==> src/logic/lcd_pin_pkg.sv <==
package lcd_pin_pkg;

  // Register byte offsets on the AXI4-Lite bus.
  localparam logic [3:0] ctrl_offset = 4'h0;
  localparam logic [3:0] geom_offset = 4'h4;
  localparam logic [3:0] status_offset = 4'h8;

  // Reset values; all pin selects are zero, which is the panel function.
  localparam logic [15:0] ctrl_reset = 16'h0000;
  localparam logic [9:0] line_len_reset = 10'h140;
  localparam logic [9:0] frame_lines_reset = 10'h0f0;

  // Field positions inside the geometry register.
  localparam int geom_line_lsb = 0;
  localparam int geom_lines_lsb = 16;

  // AXI response codes.
  localparam logic [1:0] resp_okay = 2'b00;
  localparam logic [1:0] resp_slverr = 2'b10;

  // Control register layout, bit 15 downward.
  typedef struct packed {
    logic [3:0] gpio_high;        // Levels for general pins 15:12.
    logic gen_out_zero;           // General output level on the bias pin.
    logic gen_out_one;            // General output level on the logic power pin.
    logic bias_power;             // Panel bias power control level.
    logic logic_power;            // Panel logic power control level.
    logic bias_is_general;        // Bias pin used as general output.
    logic logic_is_general;       // Logic power pin used as general output.
    logic high_data_is_gpio;      // Pixel outputs 7:4 used as general pins.
    logic load_is_mem_size;       // Load pin used as the memory sizing input.
    logic select_assert;          // Assert the external-controller select.
    logic shift_is_select;        // Shift pin used as the select.
    logic wide_panel;             // High selects the 8-bit mapping.
    logic enable;                 // Runs the pixel shifter.
  } ctrl_type;

  // Status bits shown to software.
  typedef struct packed {
    logic frame_first_line;       // The shifter is on the first line.
    logic buffer_has_data;        // The pixel buffer holds a word.
    logic mem_size_n;             // Synchronised memory sizing input.
    logic isa_strap;              // Compressed-ISA strap caught in reset.
  } status_type;

endpackage

==> src/logic/lcd_panel_pin_interface.sv <==
// Added by the designer: the register addresses and the AXI4-Lite slave port.
`timescale 1ns/1ps
`default_nettype none
// Pin interface toward an LCD panel or an external LCD controller.
module lcd_panel_pin_interface #(
  parameter int buf_depth = 2
) (
  input wire logic aclk,
  input wire logic aresetn,
  input wire logic ce,
  // AXI4-Lite register port.
  input wire logic [3:0] s_awaddr,
  input wire logic s_awvalid,
  output logic s_awready,
  input wire logic [31:0] s_wdata,
  input wire logic [3:0] s_wstrb,
  input wire logic s_wvalid,
  output logic s_wready,
  output logic [1:0] s_bresp,
  output logic s_bvalid,
  input wire logic s_bready,
  input wire logic [3:0] s_araddr,
  input wire logic s_arvalid,
  output logic s_arready,
  output logic [31:0] s_rdata,
  output logic [1:0] s_rresp,
  output logic s_rvalid,
  input wire logic s_rready,
  // Pixel stream, one panel word per item, data line n on bit n; the 8-bit mapping swaps the two nibbles.
  input wire logic pix_valid,
  output logic pix_ready,
  input wire logic [7:0] pix_data,
  // Pixel rate clock from outside the clock domain.
  input wire logic pixel_rate_clock,
  // Panel pins.
  output logic panel_shift_clock,
  input wire logic panel_load_clock_i,
  output logic panel_load_clock_o,
  output logic panel_load_clock_oe,
  input wire logic panel_first_line_clock_i,
  output logic panel_first_line_clock_o,
  output logic panel_first_line_clock_oe,
  output logic [7:0] panel_pixel_data,
  output logic panel_logic_power_ctrl,
  output logic panel_bias_power_ctrl,
  // Side-band results for the rest of the chip.
  output logic compressed_isa_enable_strap,
  output logic mem_sixteen_bit_size_n
);
  import lcd_pin_pkg::*;

  // Software-visible state.
  ctrl_type ctrl_q;
  logic [9:0] line_len_q;
  logic [9:0] frame_lines_q;
  status_type status;

  // Synchronisers for the three inputs from outside the domain.
  logic prc_s1_q, prc_s2_q, prc_s3_q;
  logic load_s1_q, load_s2_q;
  logic flm_s1_q, flm_s2_q;

  // AXI bookkeeping.
  logic aw_held_q, w_held_q;
  logic [3:0] awaddr_q;
  logic [31:0] wdata_q;
  logic [3:0] wstrb_q;

  // Shifter state.
  logic [9:0] pix_count_q;
  logic [9:0] line_count_q;
  logic word_shown_q;
  logic load_pulse_q;
  logic shift_q;
  logic [7:0] word_q;
  logic strap_q;
  logic run_q;

  // Buffer output side.
  logic buf_valid;
  logic [7:0] buf_data;

  // The synchronisers carry no reset so they track the pins during reset.
  always_ff @(posedge aclk)
  begin
    if (ce)
    begin
      prc_s1_q <= pixel_rate_clock;
      prc_s2_q <= prc_s1_q;
      prc_s3_q <= prc_s2_q;
      load_s1_q <= panel_load_clock_i;
      load_s2_q <= load_s1_q;
      flm_s1_q <= panel_first_line_clock_i;
      flm_s2_q <= flm_s1_q;
    end
  end

  // Strap capture while reset is held; the value stays after release.
  always_ff @(posedge aclk)
  begin
    if (!aresetn && ce)
    begin
      strap_q <= flm_s2_q;
    end
  end

  // Pixel rate clock edges, seen from the second and third stages only.
  wire prc_rise = prc_s2_q && !prc_s3_q;
  wire prc_fall = !prc_s2_q && prc_s3_q;

  // A word is taken from the buffer on a rising pixel edge while running.
  wire take_word = ce && run_q && prc_rise && buf_valid;
  wire last_pixel = (pix_count_q == line_len_q - 10'h001);
  wire last_line = (line_count_q == frame_lines_q - 10'h001);

  pixel_skid_buffer #(
    .width(8),
    .depth(buf_depth)
  ) u_buf (
    .aclk(aclk),
    .aresetn(aresetn),
    .ce(ce),
    .in_valid(pix_valid),
    .in_ready(pix_ready),
    .in_data(pix_data),
    .out_valid(buf_valid),
    .out_ready(take_word),
    .out_data(buf_data)
  );

  // Panel data mapping; a receiver stall simply leaves words in the buffer.
  wire [3:0] low_nibble = ctrl_q.wide_panel ? word_q[7:4] : word_q[3:0];
  wire [3:0] panel_high = ctrl_q.wide_panel ? word_q[3:0] : 4'h0;
  wire [3:0] high_nibble = ctrl_q.high_data_is_gpio ? ctrl_q.gpio_high : panel_high;
  wire shift_pin_d = ctrl_q.shift_is_select ? !ctrl_q.select_assert : shift_q;
  wire logic_pin_d = ctrl_q.logic_is_general ? ctrl_q.gen_out_one : ctrl_q.logic_power;
  wire bias_pin_d = ctrl_q.bias_is_general ? ctrl_q.gen_out_zero : ctrl_q.bias_power;

  // Address decode for both channels.
  wire wr_fire = aw_held_q && w_held_q && !s_bvalid;
  wire wr_ctrl = (awaddr_q == ctrl_offset);
  wire wr_geom = (awaddr_q == geom_offset);
  wire wr_known = wr_ctrl || wr_geom || (awaddr_q == status_offset);
  wire rd_fire = s_arvalid && s_arready;
  wire rd_known = (s_araddr == ctrl_offset) || (s_araddr == geom_offset) || (s_araddr == status_offset);
  wire [31:0] geom_word = {6'h00, frame_lines_q, 6'h00, line_len_q};
  wire [31:0] rd_word = (s_araddr == ctrl_offset) ? {16'h0000, ctrl_q} :
                        (s_araddr == geom_offset) ? geom_word :
                        (s_araddr == status_offset) ? {28'h0000000, status} : 32'h00000000;

  // Byte-lane merge of a write into the current register word.
  function automatic logic [31:0] merge(input logic [31:0] old, input logic [31:0] nw, input logic [3:0] strb);
    logic [31:0] res;
    res = old;
    for (int i = 0; i < 4; i++)
    begin
      if (strb[i])
      begin
        res[i*8 +: 8] = nw[i*8 +: 8];
      end
    end
    return res;
  endfunction

  wire [31:0] ctrl_new = merge({16'h0000, ctrl_q}, wdata_q, wstrb_q);
  wire [31:0] geom_new = merge(geom_word, wdata_q, wstrb_q);

  assign status.isa_strap = strap_q;
  assign status.mem_size_n = mem_sixteen_bit_size_n;
  assign status.buffer_has_data = buf_valid;
  assign status.frame_first_line = (line_count_q == 10'h000);

  // Write address and data are held separately, then answered together.
  always_ff @(posedge aclk)
  begin
    if (!aresetn)
    begin
      aw_held_q <= 1'b0;
      w_held_q <= 1'b0;
      awaddr_q <= 4'h0;
      wdata_q <= 32'h00000000;
      wstrb_q <= 4'h0;
      s_awready <= 1'b0;
      s_wready <= 1'b0;
      s_bvalid <= 1'b0;
      s_bresp <= resp_okay;
      ctrl_q <= ctrl_reset;
      line_len_q <= line_len_reset;
      frame_lines_q <= frame_lines_reset;
    end
    else if (ce)
    begin
      // Ready is offered only while the matching holder is empty.
      s_awready <= !aw_held_q && !(s_awvalid && s_awready);
      s_wready <= !w_held_q && !(s_wvalid && s_wready);
      if (s_awvalid && s_awready)
      begin
        aw_held_q <= 1'b1;
        awaddr_q <= s_awaddr;
      end
      if (s_wvalid && s_wready)
      begin
        w_held_q <= 1'b1;
        wdata_q <= s_wdata;
        wstrb_q <= s_wstrb;
      end
      if (wr_fire)
      begin
        aw_held_q <= 1'b0;
        w_held_q <= 1'b0;
        s_bvalid <= 1'b1;
        s_bresp <= wr_known ? resp_okay : resp_slverr;
        // The status register ignores writes; unknown offsets report an error.
        if (wr_ctrl)
        begin
          ctrl_q <= ctrl_new[15:0];
        end
        if (wr_geom)
        begin
          line_len_q <= geom_new[geom_line_lsb +: 10];
          frame_lines_q <= geom_new[geom_lines_lsb +: 10];
        end
      end
      else if (s_bvalid && s_bready)
      begin
        s_bvalid <= 1'b0;
      end
    end
  end

  // Read channel: one read at a time, answered the cycle after it is taken.
  always_ff @(posedge aclk)
  begin
    if (!aresetn)
    begin
      s_arready <= 1'b0;
      s_rvalid <= 1'b0;
      s_rdata <= 32'h00000000;
      s_rresp <= resp_okay;
    end
    else if (ce)
    begin
      s_arready <= !s_rvalid && !rd_fire;
      if (rd_fire)
      begin
        s_rvalid <= 1'b1;
        s_rdata <= rd_word;
        s_rresp <= rd_known ? resp_okay : resp_slverr;
      end
      else if (s_rvalid && s_rready)
      begin
        s_rvalid <= 1'b0;
      end
    end
  end

  // Pixel shifter: data changes on a rising pixel edge, the shift clock
  // rises on the following falling edge, and a line ends with a load pulse.
  always_ff @(posedge aclk)
  begin
    if (!aresetn)
    begin
      run_q <= 1'b0;
      pix_count_q <= 10'h000;
      line_count_q <= 10'h000;
      word_shown_q <= 1'b0;
      load_pulse_q <= 1'b0;
      shift_q <= 1'b0;
      word_q <= 8'h00;
    end
    else if (ce)
    begin
      // Enable changes only act between pixel periods to avoid runt clocks.
      if (prc_rise)
      begin
        run_q <= ctrl_q.enable;
      end
      if (take_word)
      begin
        word_q <= buf_data;
        shift_q <= 1'b0;
        word_shown_q <= 1'b1;
      end
      else if (prc_fall)
      begin
        if (load_pulse_q)
        begin
          load_pulse_q <= 1'b0;
        end
        if (word_shown_q)
        begin
          shift_q <= 1'b1;
          word_shown_q <= 1'b0;
          if (last_pixel)
          begin
            pix_count_q <= 10'h000;
            load_pulse_q <= 1'b1;
            line_count_q <= last_line ? 10'h000 : line_count_q + 10'h001;
          end
          else
          begin
            pix_count_q <= pix_count_q + 10'h001;
          end
        end
      end
      if (!run_q)
      begin
        shift_q <= 1'b0;
        pix_count_q <= 10'h000;
        line_count_q <= 10'h000;
        load_pulse_q <= 1'b0;
      end
    end
  end

  // Pin drivers, every one a flip-flop.
  always_ff @(posedge aclk)
  begin
    if (!aresetn)
    begin
      panel_shift_clock <= 1'b1;
      panel_load_clock_o <= 1'b0;
      panel_load_clock_oe <= 1'b0;
      panel_first_line_clock_o <= 1'b0;
      panel_first_line_clock_oe <= 1'b0;
      panel_pixel_data <= 8'h00;
      panel_logic_power_ctrl <= 1'b0;
      panel_bias_power_ctrl <= 1'b0;
      compressed_isa_enable_strap <= 1'b0;
      mem_sixteen_bit_size_n <= 1'b1;
    end
    else if (ce)
    begin
      panel_shift_clock <= shift_pin_d;
      panel_load_clock_o <= load_pulse_q;
      panel_load_clock_oe <= !ctrl_q.load_is_mem_size;
      // Far side drives the pin low for 16-bit memory cycles when selected.
      mem_sixteen_bit_size_n <= ctrl_q.load_is_mem_size ? load_s2_q : 1'b1;
      // Frame start marks the load pulse that closes the frame's last line.
      panel_first_line_clock_o <= load_pulse_q && (line_count_q == 10'h000);
      panel_first_line_clock_oe <= 1'b1;
      panel_pixel_data <= {high_nibble, low_nibble};
      panel_logic_power_ctrl <= logic_pin_d;
      panel_bias_power_ctrl <= bias_pin_d;
      compressed_isa_enable_strap <= strap_q;
    end
  end
endmodule
`default_nettype wire

==> src/logic/pixel_skid_buffer.sv <==
`timescale 1ns/1ps
`default_nettype none
// Small first-in first-out buffer with valid and ready on both sides.
module pixel_skid_buffer #(
  parameter int width = 8,
  parameter int depth = 2
) (
  input wire logic aclk,
  input wire logic aresetn,
  input wire logic ce,
  input wire logic in_valid,
  output logic in_ready,
  input wire logic [width-1:0] in_data,
  output logic out_valid,
  input wire logic out_ready,
  output logic [width-1:0] out_data
);
  localparam int ptr_w = (depth > 2) ? $clog2(depth) : 1;
  // Depth at the width of the occupancy count.
  localparam logic [ptr_w:0] depth_c = (ptr_w + 1)'(depth);

  // Storage entries and pointers.
  logic [width-1:0] mem_q [depth];
  logic [ptr_w-1:0] wr_q;
  logic [ptr_w-1:0] rd_q;
  logic [ptr_w:0] count_q;

  wire push = ce && in_valid && in_ready;
  wire pop = ce && out_valid && out_ready;
  // Occupancy after this cycle's push and pop.
  wire [ptr_w:0] count_d = count_q + {{ptr_w{1'b0}}, push} - {{ptr_w{1'b0}}, pop};

  // Empty comes from the count; ready is a flop fed by the next count, so the
  // top's ready pin is registered yet still drops in the cycle the buffer fills.
  assign out_valid = (count_q != '0);
  assign out_data = mem_q[rd_q];

  // Pointers wrap at the depth, which need not be a power of two.
  always_ff @(posedge aclk)
  begin
    if (!aresetn)
    begin
      wr_q <= '0;
      rd_q <= '0;
      count_q <= '0;
      in_ready <= 1'b0;
    end
    else
    begin
      if (push)
      begin
        wr_q <= (wr_q == ptr_w'(depth - 1)) ? '0 : wr_q + 1'b1;
      end
      if (pop)
      begin
        rd_q <= (rd_q == ptr_w'(depth - 1)) ? '0 : rd_q + 1'b1;
      end
      // A push and a pop in one cycle leave the count as it is.
      count_q <= count_d;
      in_ready <= (count_d < depth_c);
    end
  end

  // The data array needs no reset; the count guards every read.
  always_ff @(posedge aclk)
  begin
    if (push)
    begin
      mem_q[wr_q] <= in_data;
    end
  end
endmodule
`default_nettype wire

==> config.mk <==
export PLATFORM = sky130hd
export DESIGN_NAME = lcd_panel_pin_interface
export DESIGN_NICKNAME = d
export VERILOG_FILES = /design/src/logic/lcd_pin_pkg.sv /design/src/logic/lcd_panel_pin_interface.sv /design/src/logic/pixel_skid_buffer.sv
export SDC_FILE = /design/constraint.sdc
export NUM_CORES = 1
export LEC_CHECK = 0
export BUFFER_PORTS_ARGS = -buffer_cell sky130_fd_sc_hd__buf_2
export CAP_MARGIN = 20
export CORE_ASPECT_RATIO = 0.9
export CORE_MARGIN = 4
export CORE_UTILIZATION = 25
export DETAILED_ROUTE_END_ITERATION = 10
export PLACE_DENSITY = 0.49
export REMOVE_ABC_BUFFERS = 1
export SLEW_MARGIN = 5
export SYNTH_ARGS = -nofsm -noshare
export SYNTH_HDL_FRONTEND = slang
export SYNTH_SLANG_ARGS = --single-unit
==> constraint.sdc <==
create_clock -name aclk -period 3.7 [get_ports aclk]
set_input_delay 0.555 -clock aclk [delete_from_list [all_inputs] [get_ports aclk]]
set_output_delay 0.555 -clock aclk [all_outputs]
set_load 0.01 [all_outputs]
Word-level counts from Yosys, hierarchy flattened --
Memories as Yosys holds them, arrays and structs flattened. A register that Yosys moved wholly into a read port is not among the register bits. Index checks and enable logic that the tools add are counted. W data, S select, Z words.
Storage, ports and cells: bits in latches 0, bits in read-only memories 0, memories 1, memory bits (writable) 16, flip-flop bits (word level) 167
Cells by class: bitwise operators 0, mux-type cells 46, $lt $le $gt $ge 1, add/subtract/negate cells 8, reduce and logical (&&, ||, !) cells 68, equality and inequality tests 12, multiply operators 0, shift-type cells 0, divide/modulo/power cells 0
Memory list:
- u_buf.mem_q | depth 2, bits a word 8, read ports 1, clocked after memory_dff 1, wr ports 1, RTL line pixel_skid_buffer.sv:23 | logic [width-1:0] mem_q [depth];
Operators by type and width (count):
- $mux W10 | 11
- $mux W26 | 2
- $reduce_and A4 Y1 | 7
- $mux W1 | 27
- $reduce_and A2 Y1 | 11
- $logic_and A1 B1 Y1 | 21
- $add A10 B1 Y10 const B | 2
- $eq A10 B10 Y1 | 2
- $sub A10 B1 Y10 const B | 2
- $mux W4 | 4
- $logic_not A1 Y1 | 13
- $reduce_bool A2 Y1 | 6
- $logic_not A10 Y1 | 1
- $eq A4 B3 Y1 const B | 2
- $eq A4 B4 Y1 const B | 2
- $logic_not A4 Y1 | 2
- $reduce_and A3 Y1 | 2
- $reduce_and A5 Y1 | 1
- $logic_or A1 B1 Y1 | 4
- $mux W2 | 2
- $ne A2 B1 Y1 const B | 2
- $ne A2 B2 Y1 const B | 2
- $ne A3 B1 Y1 const B | 1
- $ne A3 B2 Y1 const B | 1
- other kinds (4) | 5

Longest topological paths before layout --
Gate-level depths: netlist of run 1.
depth in word-level cells 8, mapped depth 11, gate-level depth less buffers 9

Hierarchy --
A second synthesis of run 1 with hierarchy kept.
Unflattened totals: cells, all modules 901, area total of the unflattened synthesis 8032.7 µm²
By module, submodules not included:
- lcd_panel_pin_interface | cells an instance 848, times used 1, area each 7165.6 µm², sequential area each 3323.2 µm²
- pixel_skid_buffer | cells an instance 53, times used 1, area each 867.1 µm², sequential area each 600.6 µm²

Worst setup path before layout of run 1 --
No wires, ideal clock.
path kind register to register, start point reg line_len_q[2], end point reg line_count_q[4], setup time 122 ps, arrival time 2513 ps, path slack 1065 ps, clock period less this slack 2635 ps, buffers on the path 2, cell stages (with the launch flop) 10, cells stage by stage dfxtp_1 -> buf_6 -> or4_4 -> or4_1 -> a211oi_2 -> a2111oi_1 -> nor3_4 -> nor2b_1 -> buf_6 -> a221o_1
On the way: cells in the longest elaborated chain, start to end 4
Ends and longest elaborated chain:
- from (decl) | RTL line lcd_panel_pin_interface.sv:54 | logic [9:0] line_len_q;
- from (signal assigned) | RTL line lcd_panel_pin_interface.sv:188 | line_len_q <= line_len_reset;
- from (signal assigned) | RTL line lcd_panel_pin_interface.sv:220 | line_len_q <= geom_new[geom_line_lsb +: 10];
- $sub A10 B1 Y10 | RTL line lcd_panel_pin_interface.sv:113 | wire last_pixel = (pix_count_q == line_len_q - 10'h001);
- $eq A10 B10 Y1 | RTL line lcd_panel_pin_interface.sv:113
- $ne A2 B1 Y1 (no source line)
- $reduce_and A5 Y1 (no source line)
- to (signal assigned) | RTL line lcd_panel_pin_interface.sv:298 | line_count_q <= last_line ? 10'h000 : line_count_q + 10'h001;
- to (decl) | RTL line lcd_panel_pin_interface.sv:71 | logic [9:0] line_count_q;
No other way between the ends. A chain may end at the register's enable or synchronous reset.

Final worst setup path of run 1 --
start point reg line_len_q[3], end point reg line_count_q[4]
Same word-level chain as after synthesis.

==> results.py, run 1 <==
metrics = {
    "run_status": {
        "status": "complete, no violations",
    },
    "timing": {
        "post-route-min-period_ns": 2.90,
        "setup_violations": 0,
        "rsz0062_at_grt": "no",
        "maxSlewViolCount": 0,
        "fin_skew_ns": 0.0139,
        "tns_ns": 0,
        "fmax_ghz": 0.345,
        "final-hold-violation-count": 0,
        "worst_pin_slew_ns": 0.829,
        "final.period_utilization": 0.784,
        "relSlewSlack": 0.447,
    },
    "route": {
        "wl_per_cell_microns": 15.7,
        "post_drt_via_cell_ratio": 4.55,
        "final_antenna_net_count": 0,
        "num_vias": 6231,
        "drt_wl_total_mm": 21.5,
        "drcViolationCount": 0,
        "drt_pass1_iterations": 4,
        "drt_iter0_markers": 293,
    },
    "global_routing": {
        "grt_pass1_wl_mm": 34.1,
        "grt_pass1_vias": 6206,
        "grt_usage": 0.123,
        "antenna_found_initial": 1,
        "grt_overflow_total": 0,
        "grt_max_degree": 88,
    },
    "place": {
        "port_buffers": 108,
        "gp_congestion": 0.787,
        "dp_hpwl_mm": 15.3,
        "dp.cells": 1338,
    },
    "yosys": {
        "syn-instance-count": 865,
        "yosys_warnings": 0,
        "netlist_area_sq_um": 8030,
        "synth_cell_types": 59,
        "synthFlopType": "dfxtp_1",
        "avgSynthCellArea_sq_um": 9.28,
        "ys_ff_latch": 183,
        "yosysSeqAreaShare": 0.486,
        "async_flop_share": 0,
        "synth_edf_count": 24,
    },
    "clocking": {
        "numCtsBuffers": 17,
        "cts_root_buf": "clkbuf_16",
        "cts_buffer_depth": 2,
        "cts_resized": 0,
        "postCtsSetupRepairBufs": 0,
        "cts_max_level": 4,
        "cts_sinks": 183,
        "clk_latency_ns": 0.42,
        "cts_tree": "built",
        "path_clk_slew_ns": 0.07,
        "ctsHoldBuffers": 0,
    },
    "floorplanning": {
        "start_util": 0.257,
        "die_w_microns": 197,
        "dieArea_sq_um": 35000,
        "core_sq_um": 31300,
        "ios": 123,
        "rows": 61,
        "fp.dieH_microns": 178,
    },
    "worst_setup_path": {
        "cp-start-kind": "flip-flop",
        "cp.arrival_ns": 3.27,
        "ff2ff_setup_slack_ns": 0.80,
        "worst_ep_required_time_ns": 4.07,
        "cp-end-kind": "flip-flop",
        "crit_fanout": 8,
        "worst-setup-path-type": "flip-flop to flip-flop",
    },
    "job": {
        "cap_violations": 0,
    },
    "worst_hold_path": {
        "worstHoldPathType": "input pin to flip-flop",
    },
    "finish": {
        "n_antenna_cell": 0,
        "nNetsFinal": 1019,
        "drive_gt1_frac": 0.167,
        "syn_to_final_growth_pct": 18.4,
        "fin_cells": 1368,
    },
    "pwr": {
        "fin_total_pwr_mw": 4.07,
        "power_per_cell_area_nw_per_um2": 428,
        "p_leak_nw": 3.83,
        "peakVddDrop_v": 0.000261,
    },
}
-- registers in the layout (all words and copies together) (netlist names), 2 cells and up --
name              count
line_len_q           10
frame_lines_q        10
s_rdata              26
line_count_q         10
wstrb_q               4
panel_pixel_data      8
awaddr_q              4
pix_count_q          10
ctrl_q               16
wdata_q              26
word_q                8
u_buf.mem_q          16
u_buf.count_q         2
-- routing by layer --
| metal | up-vias | routed length (microns) | part of all wire | track usage |
|---|---|---|---|---|
| met2 | 92 | 9710 | 0.45 | 0.196 |
| li1 | 3167 | - | - | - |
| met5 | - | 13 | 0.00061 | 0 |
| met4 | 2 | 284 | 0.013 | 0.0326 |
| met3 | 20 | 647 | 0.030 | 0.0251 |
| met1 | 2950 | 10800 | 0.50 | 0.171 |
-- cell usage in the layout, fill, tap and decap left out, drive strengths merged, types with 3 or more instances in the layout --
cell type,netlist,final
dfxtp,159,159
nand2,130,130
buf,15,122
nor2b,53,53
a21boi,50,50
mux2i,45,45
nand3,44,44
nor2,37,37
a21oi,24,24
edfxtp,24,24
nor3,23,23
inv,20,23
xnor2,19,19
clkbuf,50,19
o211a,15,15
xor2,14,14
o21ai,14,14
a221oi,11,11
a22oi,11,11
and3,11,11
nor3b,10,10
nor4,10,10
and2,9,9
conb,1,8
a221o,7,7
ha,7,7
a31oi,6,6
or3,5,5
clkinv,1,5
or4,4,4
or2,4,4
nand3b,3,3
a41oi,3,3
o21a,3,3
-- metrics by stage --
| stage | utilization | setup WS [ns] | area, sq um | hold WS (ns) |
|---|---|---|---|---|
| 6_report | 0.304 | 0.798 | 9500 | 0.301 |
| 5_1_grt | 0.304 | 0.489 | 9500 | 0.284 |
| 4_1_cts | 0.304 | 0.785 | 9500 | 0.280 |
| 3_5_place_dp | 0.285 | 0.800 | 8930 | 0.408 |
| 3_3_place_gp | 0.285 | 0.800 | 8930 | 0.403 |
| 2_1_floorplan | - | 0.744 | 7760 | 0.400 |
-- layout make-up --
class                           instances  area, sq um
Fill cell                            3343        21800
Sequential cell                       183         3900
Multi-Input combinational cell        603         3790
Timing Repair Buffer                  122          648
Tap cell                              409          512
Clock buffer                           19          443
Clock inverter                         11          126
Inverter                               21         78.8
-- cells by family after synthesis --
logic type | Yosys count | synth area share
AO/OA/AOI/OAI | 158 | 0.146
XOR/XNOR | 33 | 0.0360
adder cells (fa/ha/maj) | 7 | 0.0109
buffers and inverters | 86 | 0.0461
flip-flops | 183 | 0.486
multiplexers | 45 | 0.0561
other | 1 | 0.000467
AND/OR/NAND/NOR | 352 | 0.218
-- critical path: stages (launching register included) --
cell and delay, ns:
dfxtp_1 0.42, or4_4 0.58, o21ai_0 0.18, a31oi_1 0.13
a2111oi_1 0.74, nor3_4 0.09, nor2b_1 0.47, a221o_1 0.24
-- cell usage after synthesis, types with 15 or more instances --
master	number	area, sq um
mux2i_1	45	450
nor2_1	37	139
a21boi_0	49	368
nand3_1	44	220
dfxtp_1	159	3180
xnor2_1	19	166
nor2b_1	53	332
a21oi_1	24	120
nand2_1	130	488
edfxtp_1	24	721
inv_1	20	75.1
nor3_1	22	110
clkbuf_1	50	188
o211a_1	15	150
-- worst paths after layout --
path,startpoint,cells past startpoint,endpoint
setup / recovery,line_len_q[3],7,line_count_q[4]
hold / removal,panel_load_clock_i,1,load_s1_q
setup reg to reg,line_len_q[3],7,line_count_q[4]
hold reg to reg,flm_s1_q,0,flm_s2_q
-- power breakdown --
part,switching [mW],total [mW],leakage [nW],internal (mW)
Clock,0.775,1.79,0.276,1.01
Combinational,0.122,0.209,2.05,0.0869
Sequential,0.0255,2.08,1.51,2.05
Note: power is estimated with default switching activity, not from simulation.
==> inputs of run 2 (changes only) <==
ABC_AREA = 1   (was default)
PLACE_DENSITY = 0.5   (was 0.49)
clock period = 2.3 ns   (was 3.7 ns; I/O delays follow)
==> run 2 against run 1 <==
  * First-iteration DRC count grew 42%
  * Area after synthesis fell by 0.81%
  * Hold slack got worse by 0.22 ns
  * Non-clock buffer count is 8 higher
  * Core utilization increased by 0.33 points
  * Final cell count increased by 12%
  * Fmax rose by 42%
  * Clock-buffer cell count is 1 lower
  * Power increased by 67%
  * Worst setup slack lost 0.54 ns
  * Critical path type unchanged
  * Critical endpoint is now pix_count_q[1]
  * Largest power group unchanged
  * Highest routed layer is now met4
==> results.py, run 2 <==
metrics = {
    "run_status": {
        "status": "complete, no violations",
    },
    "route": {
        "drcViolationCount": 0,
        "drt_pass1_iterations": 5,
        "num_vias": 6751,
        "wl_per_cell_microns": 14.0,
        "drt_wl_total_mm": 21.6,
        "drt_iter0_markers": 417,
        "post_drt_via_cell_ratio": 4.39,
        "final_antenna_net_count": 0,
    },
    "timing": {
        "worst_pin_slew_ns": 0.658,
        "fin_skew_ns": 0.00889,
        "fmax_ghz": 0.489,
        "final-hold-violation-count": 0,
        "worst_slack_ns": 0.254,
        "setup_violations": 0,
        "worst_hold_slack_ns": 0.0851,
        "rsz0062_at_grt": "no",
        "post-route-min-period_ns": 2.05,
        "tns_ns": 0,
        "final.period_utilization": 0.890,
        "relSlewSlack": 0.561,
        "maxSlewViolCount": 0,
    },
    "clocking": {
        "path_clk_slew_ns": 0.07,
        "ctsHoldBuffers": 0,
        "cts_buffer_depth": 2,
        "numCtsBuffers": 17,
        "cts_sinks": 183,
        "clk_latency_ns": 0.43,
        "cts_tree": "built",
        "cts_max_level": 4,
        "cts_root_buf": "clkbuf_16",
    },
    "global_routing": {
        "grt_max_degree": 102,
        "antenna_found_initial": 0,
        "grt_pass1_vias": 6539,
        "grt_pass1_wl_mm": 34.8,
        "grt_overflow_total": 0,
        "grt_usage": 0.125,
    },
    "place": {
        "gp_congestion": 0.804,
        "port_buffers": 108,
        "dp.cells": 1504,
        "dp_hpwl_mm": 15.3,
        "place_ws_ns": 0.181,
    },
    "worst_setup_path": {
        "crit_family": "simple AND/OR/NAND/NOR gates",
        "cp.arrival_ns": 2.40,
        "ff2ff_setup_slack_ns": 0.25,
        "worst-setup-path-type": "flip-flop to flip-flop",
        "crit_buf_inv": 1,
        "crit_fanout": 11,
        "path_common_cell": "nand2_2",
        "crit_path_cell_trace": "inv_1 -> ha_1 -> or2_2 -> nand4_1 -> nor2_2 -> nand3_2 -> nand2_2 -> nand2_2 -> nand2_4 -> nor3_1",
        "worst_ep_required_time_ns": 2.65,
        "cp_slowest_cell": "dfxtp_1",
        "cp-end-kind": "flip-flop",
        "cp-start-kind": "flip-flop",
        "cp_slowest_stage_delay_ns": 0.41,
    },
    "yosys": {
        "synth_top_cells_by_count": "nand2_1 (166), dfxtp_1 (159), inv_1 (137)",
        "ys_ff_latch": 183,
        "avgSynthCellArea_sq_um": 7.86,
        "yosysMostFrequentCell": "nand2_1",
        "synth_cell_types": 39,
        "yosys_warnings": 0,
        "synthFlopType": "dfxtp_1",
        "netlist_area_sq_um": 7960,
        "syn-instance-count": 1013,
        "yosysSeqAreaShare": 0.490,
        "yosysTopAreaCell": "dfxtp_1",
        "synth_area_leaders": "dfxtp_1 (40%), edfxtp_1 (9.1%), o21ai_0 (8.1%), nand2_1 (7.8%), a21oi_1 (6.7%)",
        "synth_top_area_frac": 0.400,
        "async_flop_share": 0,
        "synth_edf_count": 24,
    },
    "floorplanning": {
        "ios": 123,
        "die_w_microns": 196,
        "rows": 61,
        "core_sq_um": 31100,
        "fp.dieH_microns": 177,
        "dieArea_sq_um": 34800,
        "start_util": 0.256,
    },
    "finish": {
        "multi_input_area_sq_um": 3290,
        "n_antenna_cell": 0,
        "drive_gt1_frac": 0.165,
        "final_cell_mix": "nand2_1 (166), dfxtp_1 (159), inv_1 (137)",
        "nNetsFinal": 1186,
        "seq_area_sq_um": 3900,
        "nFillCells": 3391,
        "final_common_cell": "nand2_1",
        "top_regs": "s_rdata x26, wdata_q x26",
        "syn_to_final_growth_pct": 20.0,
        "fin_cells": 1537,
    },
    "pwr": {
        "p_leak_nw": 4.05,
        "power_per_cell_area_nw_per_um2": 711,
        "fin_total_pwr_mw": 6.80,
        "peakVddDrop_v": 0.000523,
    },
    "job": {
        "cap_violations": 0,
    },
    "worst_hold_path": {
        "worstHoldPathType": "input pin to flip-flop",
    },
}
run 2: cell types whose count changed in the layout (fill, tap and decap cells not counted), sizes merged, moves of 13 or more:
cell and delta:
o211ai +13, o21ai +115, mux2i -45, inv +121, a21oi +83, o211a -14, nor2 +33, nand2 +42
nor2b -53, nand3 +14, a21boi -50
run 2: stage by stage:
step,instance area [sq um],utilization
3_3_place_gp,8960,0.288
6_report,9560,0.307
5_1_grt,9560,0.307
2_1_floorplan,7700,-
4_1_cts,9540,0.306
3_5_place_dp,8960,0.288
run 2: logic make-up after synthesis:
logic type                 count (synthesis)  share of synthesized area
other                                      1                   0.000471
buffers and inverters                    193                      0.101
AOI/OAI and AO/OA                        276                      0.188
and+or+nand+nor                          326                      0.179
xor gates and xnor gates                  27                     0.0297
DFF                                      183                      0.490
adders and majority gates                  7                     0.0110
run 2: layer usage:
metal / vias to the layer above / part of all wire / global-route usage
met3: 12 / 0.042 / 0.0241
li1: 3528 / - / -
met5: - / 0 / 0
met2: 108 / 0.43 / 0.193
met1: 3103 / 0.52 / 0.180
met4: 0 / 0.0084 / 0.0297
run 2: worst paths after layout:
path | start | to | depth (start not counted)
min reg2reg | flm_s1_q | flm_s2_q | 0
max | line_len_q[0] | pix_count_q[1] | 10
min | pixel_rate_clock | prc_s1_q | 1
max reg2reg | line_len_q[0] | pix_count_q[1] | 10
run 2: repair_timing:
action	in CTS	in global routing
setup endpoints to repair	0	5
resized for setup	0	2
buffers inserted	0	1
run 2: layout make-up:
type | count | area share
flip-flops and latches | 183 | 0.408
multi-input cells | 644 | 0.344
clock buffers | 18 | 0.0471
inverters | 139 | 0.0546
repair buffers | 130 | 0.0780
well taps | 409 | 0.0535
clock inverters | 14 | 0.0139
run 2: where the power goes:
group / switching, mW / total [mW] / internal, mW
Clock: 1.41 / 2.91 / 1.50
Sequential: 0.0621 / 3.40 / 3.34
Combinational: 0.312 / 0.492 / 0.180
==> inputs of run 3 (changes only) <==
SETUP_SLACK_MARGIN = 0.3   (was default)
==> run 3 against run 2 <==
  * Final cell count did not move
  * Critical path depth rose by 2
  * Die area is the same
  * Power is 0.30% higher
  * Combinational power rose by 3%
  * Clock power hardly changed
  * First-iteration DRC count increased by 1.7%
  * Worst setup slack better by 0.20 ns
==> results.py, run 3 (synthesis gave the netlist of run 2 again) <==
metrics = {
    "clocking": {
        "cts_buffer_depth": 2,
        "cts_sinks": 183,
        "clk_latency_ns": 0.43,
        "cts_root_buf": "clkbuf_16",
        "ctsHoldBuffers": 0,
        "cts_tree": "built",
        "numCtsBuffers": 17,
        "cts_max_level": 4,
        "path_clk_slew_ns": 0.07,
    },
    "worst_setup_path": {
        "ff2ff_setup_slack_ns": 0.45,
        "crit_path_cell_trace": "inv_1 -> ha_2 -> nand3_2 -> nor2_2 -> xor2_1 -> nand2_1 -> nor2_4 -> nand3_4 -> nand3_1 -> nand2_1 -> inv_1 -> nor2_1",
        "cp.arrival_ns": 2.19,
        "cp-end-kind": "flip-flop",
        "crit_fanout": 5,
        "cp_slowest_cell": "dfxtp_2",
        "worst-setup-path-type": "flip-flop to flip-flop",
        "worst_r2r_path_depth": 12,
        "r2r_start": "frame_lines_q[0]",
        "cp-start-kind": "flip-flop",
        "worst_ep_required_time_ns": 2.64,
        "cp_slowest_stage_delay_ns": 0.34,
        "rr_endpoint": "line_count_q[7]",
    },
    "floorplanning": {
        "fp.dieH_microns": 177,
        "dieArea_sq_um": 34800,
        "rows": 61,
        "start_util": 0.256,
        "core_sq_um": 31100,
        "die_w_microns": 196,
        "ios": 123,
    },
    "timing": {
        "worst_slack_ns": 0.449,
        "setup_violations": 0,
        "post-route-min-period_ns": 1.85,
        "maxSlewViolCount": 0,
        "tns_ns": 0,
        "relSlewSlack": 0.558,
        "final.period_utilization": 0.805,
        "final-hold-violation-count": 0,
        "fmax_ghz": 0.540,
        "worst_pin_slew_ns": 0.662,
        "rsz0062_at_grt": "no",
        "fin_skew_ns": 0.00852,
    },
    "place": {
        "dp_hpwl_mm": 15.3,
        "place_ws_ns": 0.181,
        "gp_congestion": 0.804,
        "placed_area_sq_um": 8960,
        "port_buffers": 108,
    },
    "finish": {
        "nFillCells": 3377,
        "seq_area_sq_um": 3910,
        "n_antenna_cell": 0,
        "fin_area_sq_um": 9660,
        "multi_input_area_sq_um": 3390,
        "drive_gt1_frac": 0.177,
        "nNetsFinal": 1186,
        "syn_to_final_growth_pct": 21.3,
        "final_common_cell": "nand2_1",
        "final_cell_mix": "nand2_1 (166), dfxtp_1 (156), inv_1 (135)",
        "final_util": 0.310,
        "top_regs": "s_rdata x26, wdata_q x26",
    },
    "worst_hold_path": {
        "hold_path_end": "load_s1_q",
        "holdCritStartpoint": "panel_load_clock_i",
        "min_delay_path_depth": 1,
        "worstHoldPathType": "input pin to flip-flop",
    },
    "global_routing": {
        "grt_pass1_wl_mm": 34.9,
        "grt_overflow_total": 0,
        "antenna_found_initial": 0,
        "grt_pass1_vias": 6543,
        "grt_max_degree": 102,
        "grt_usage": 0.125,
    },
    "run_status": {
        "status": "complete, no violations",
    },
    "route": {
        "drcViolationCount": 0,
        "drt_iter0_markers": 424,
        "wl_per_cell_microns": 14.2,
        "drt_wl_total_mm": 21.8,
        "drt_pass1_iterations": 5,
        "num_vias": 6824,
        "post_drt_via_cell_ratio": 4.44,
        "final_antenna_net_count": 0,
    },
    "pwr": {
        "power_per_cell_area_nw_per_um2": 706,
        "p_leak_nw": 4.07,
        "peakVddDrop_v": 0.000523,
    },
    "job": {
        "cap_violations": 0,
    },
}
run 3: per-layer routing:
metal | track usage | share of wire
met2 | 0.193 | 0.43
met4 | 0.0297 | 0.0082
met1 | 0.182 | 0.52
met3 | 0.0243 | 0.039
met5 | 0 | 0
run 3: critical path, delay by kind of cell, from the launching register on:
family	cells	cell delay [ns]
adder cells (fa/ha/maj)	1	0.23
buffers and inverters	2	0.18
AND/OR/NAND/NOR	8	0.83
XOR/XNOR	1	0.16
flip-flops	1	0.34
run 3: power breakdown:
group	internal [mW]	switching [mW]
clock	1.50	1.41
sequential	3.34	0.0623
combinational	0.185	0.324
total	5.02	1.80
run 3: layout make-up:
| class | count | share of cell area |
|---|---|---|
| inverter | 139 | 0.0540 |
| clock inverter | 14 | 0.0137 |
| timing repair buffer | 129 | 0.0765 |
| sequential | 183 | 0.405 |
| tap | 409 | 0.0530 |
| clock buffer | 18 | 0.0467 |
| multi-input combinational | 645 | 0.351 |
run 3: what timing repair did:
item,CTS,global route
setup endpoints to repair,20,25
pin swaps,1,3
gates resized for setup,5,24
setup buffers,0,0
cloned,1,0
run 3: how the worst max path moves through the flow:
stage	startpoint	to	slack, ns
global route	frame_lines_q[0]	line_count_q[8]	0.29
CTS	frame_lines_q[0]	line_count_q[7]	0.30
global placement	line_len_q[0]	line_count_q[4]	0.15
finish	frame_lines_q[0]	line_count_q[7]	0.45
detailed placement	line_len_q[0]	line_count_q[4]	0.18
floorplan	run_q	u_buf.in_ready	0.28
run 3: metrics by stage:
| step | hold slack, ns | cells | power (mW) |
|---|---|---|---|
| after CTS | 0.0602 | 1537 | 6.91 |
| after floorplan | 0.400 | 966 | 3.71 |
| after global routing | 0.0650 | 1537 | 7.12 |
| final | 0.0837 | 1537 | 6.82 |
| after detailed placement | 0.405 | 1504 | 3.97 |
| after global placement | 0.400 | 1504 | 3.96 |
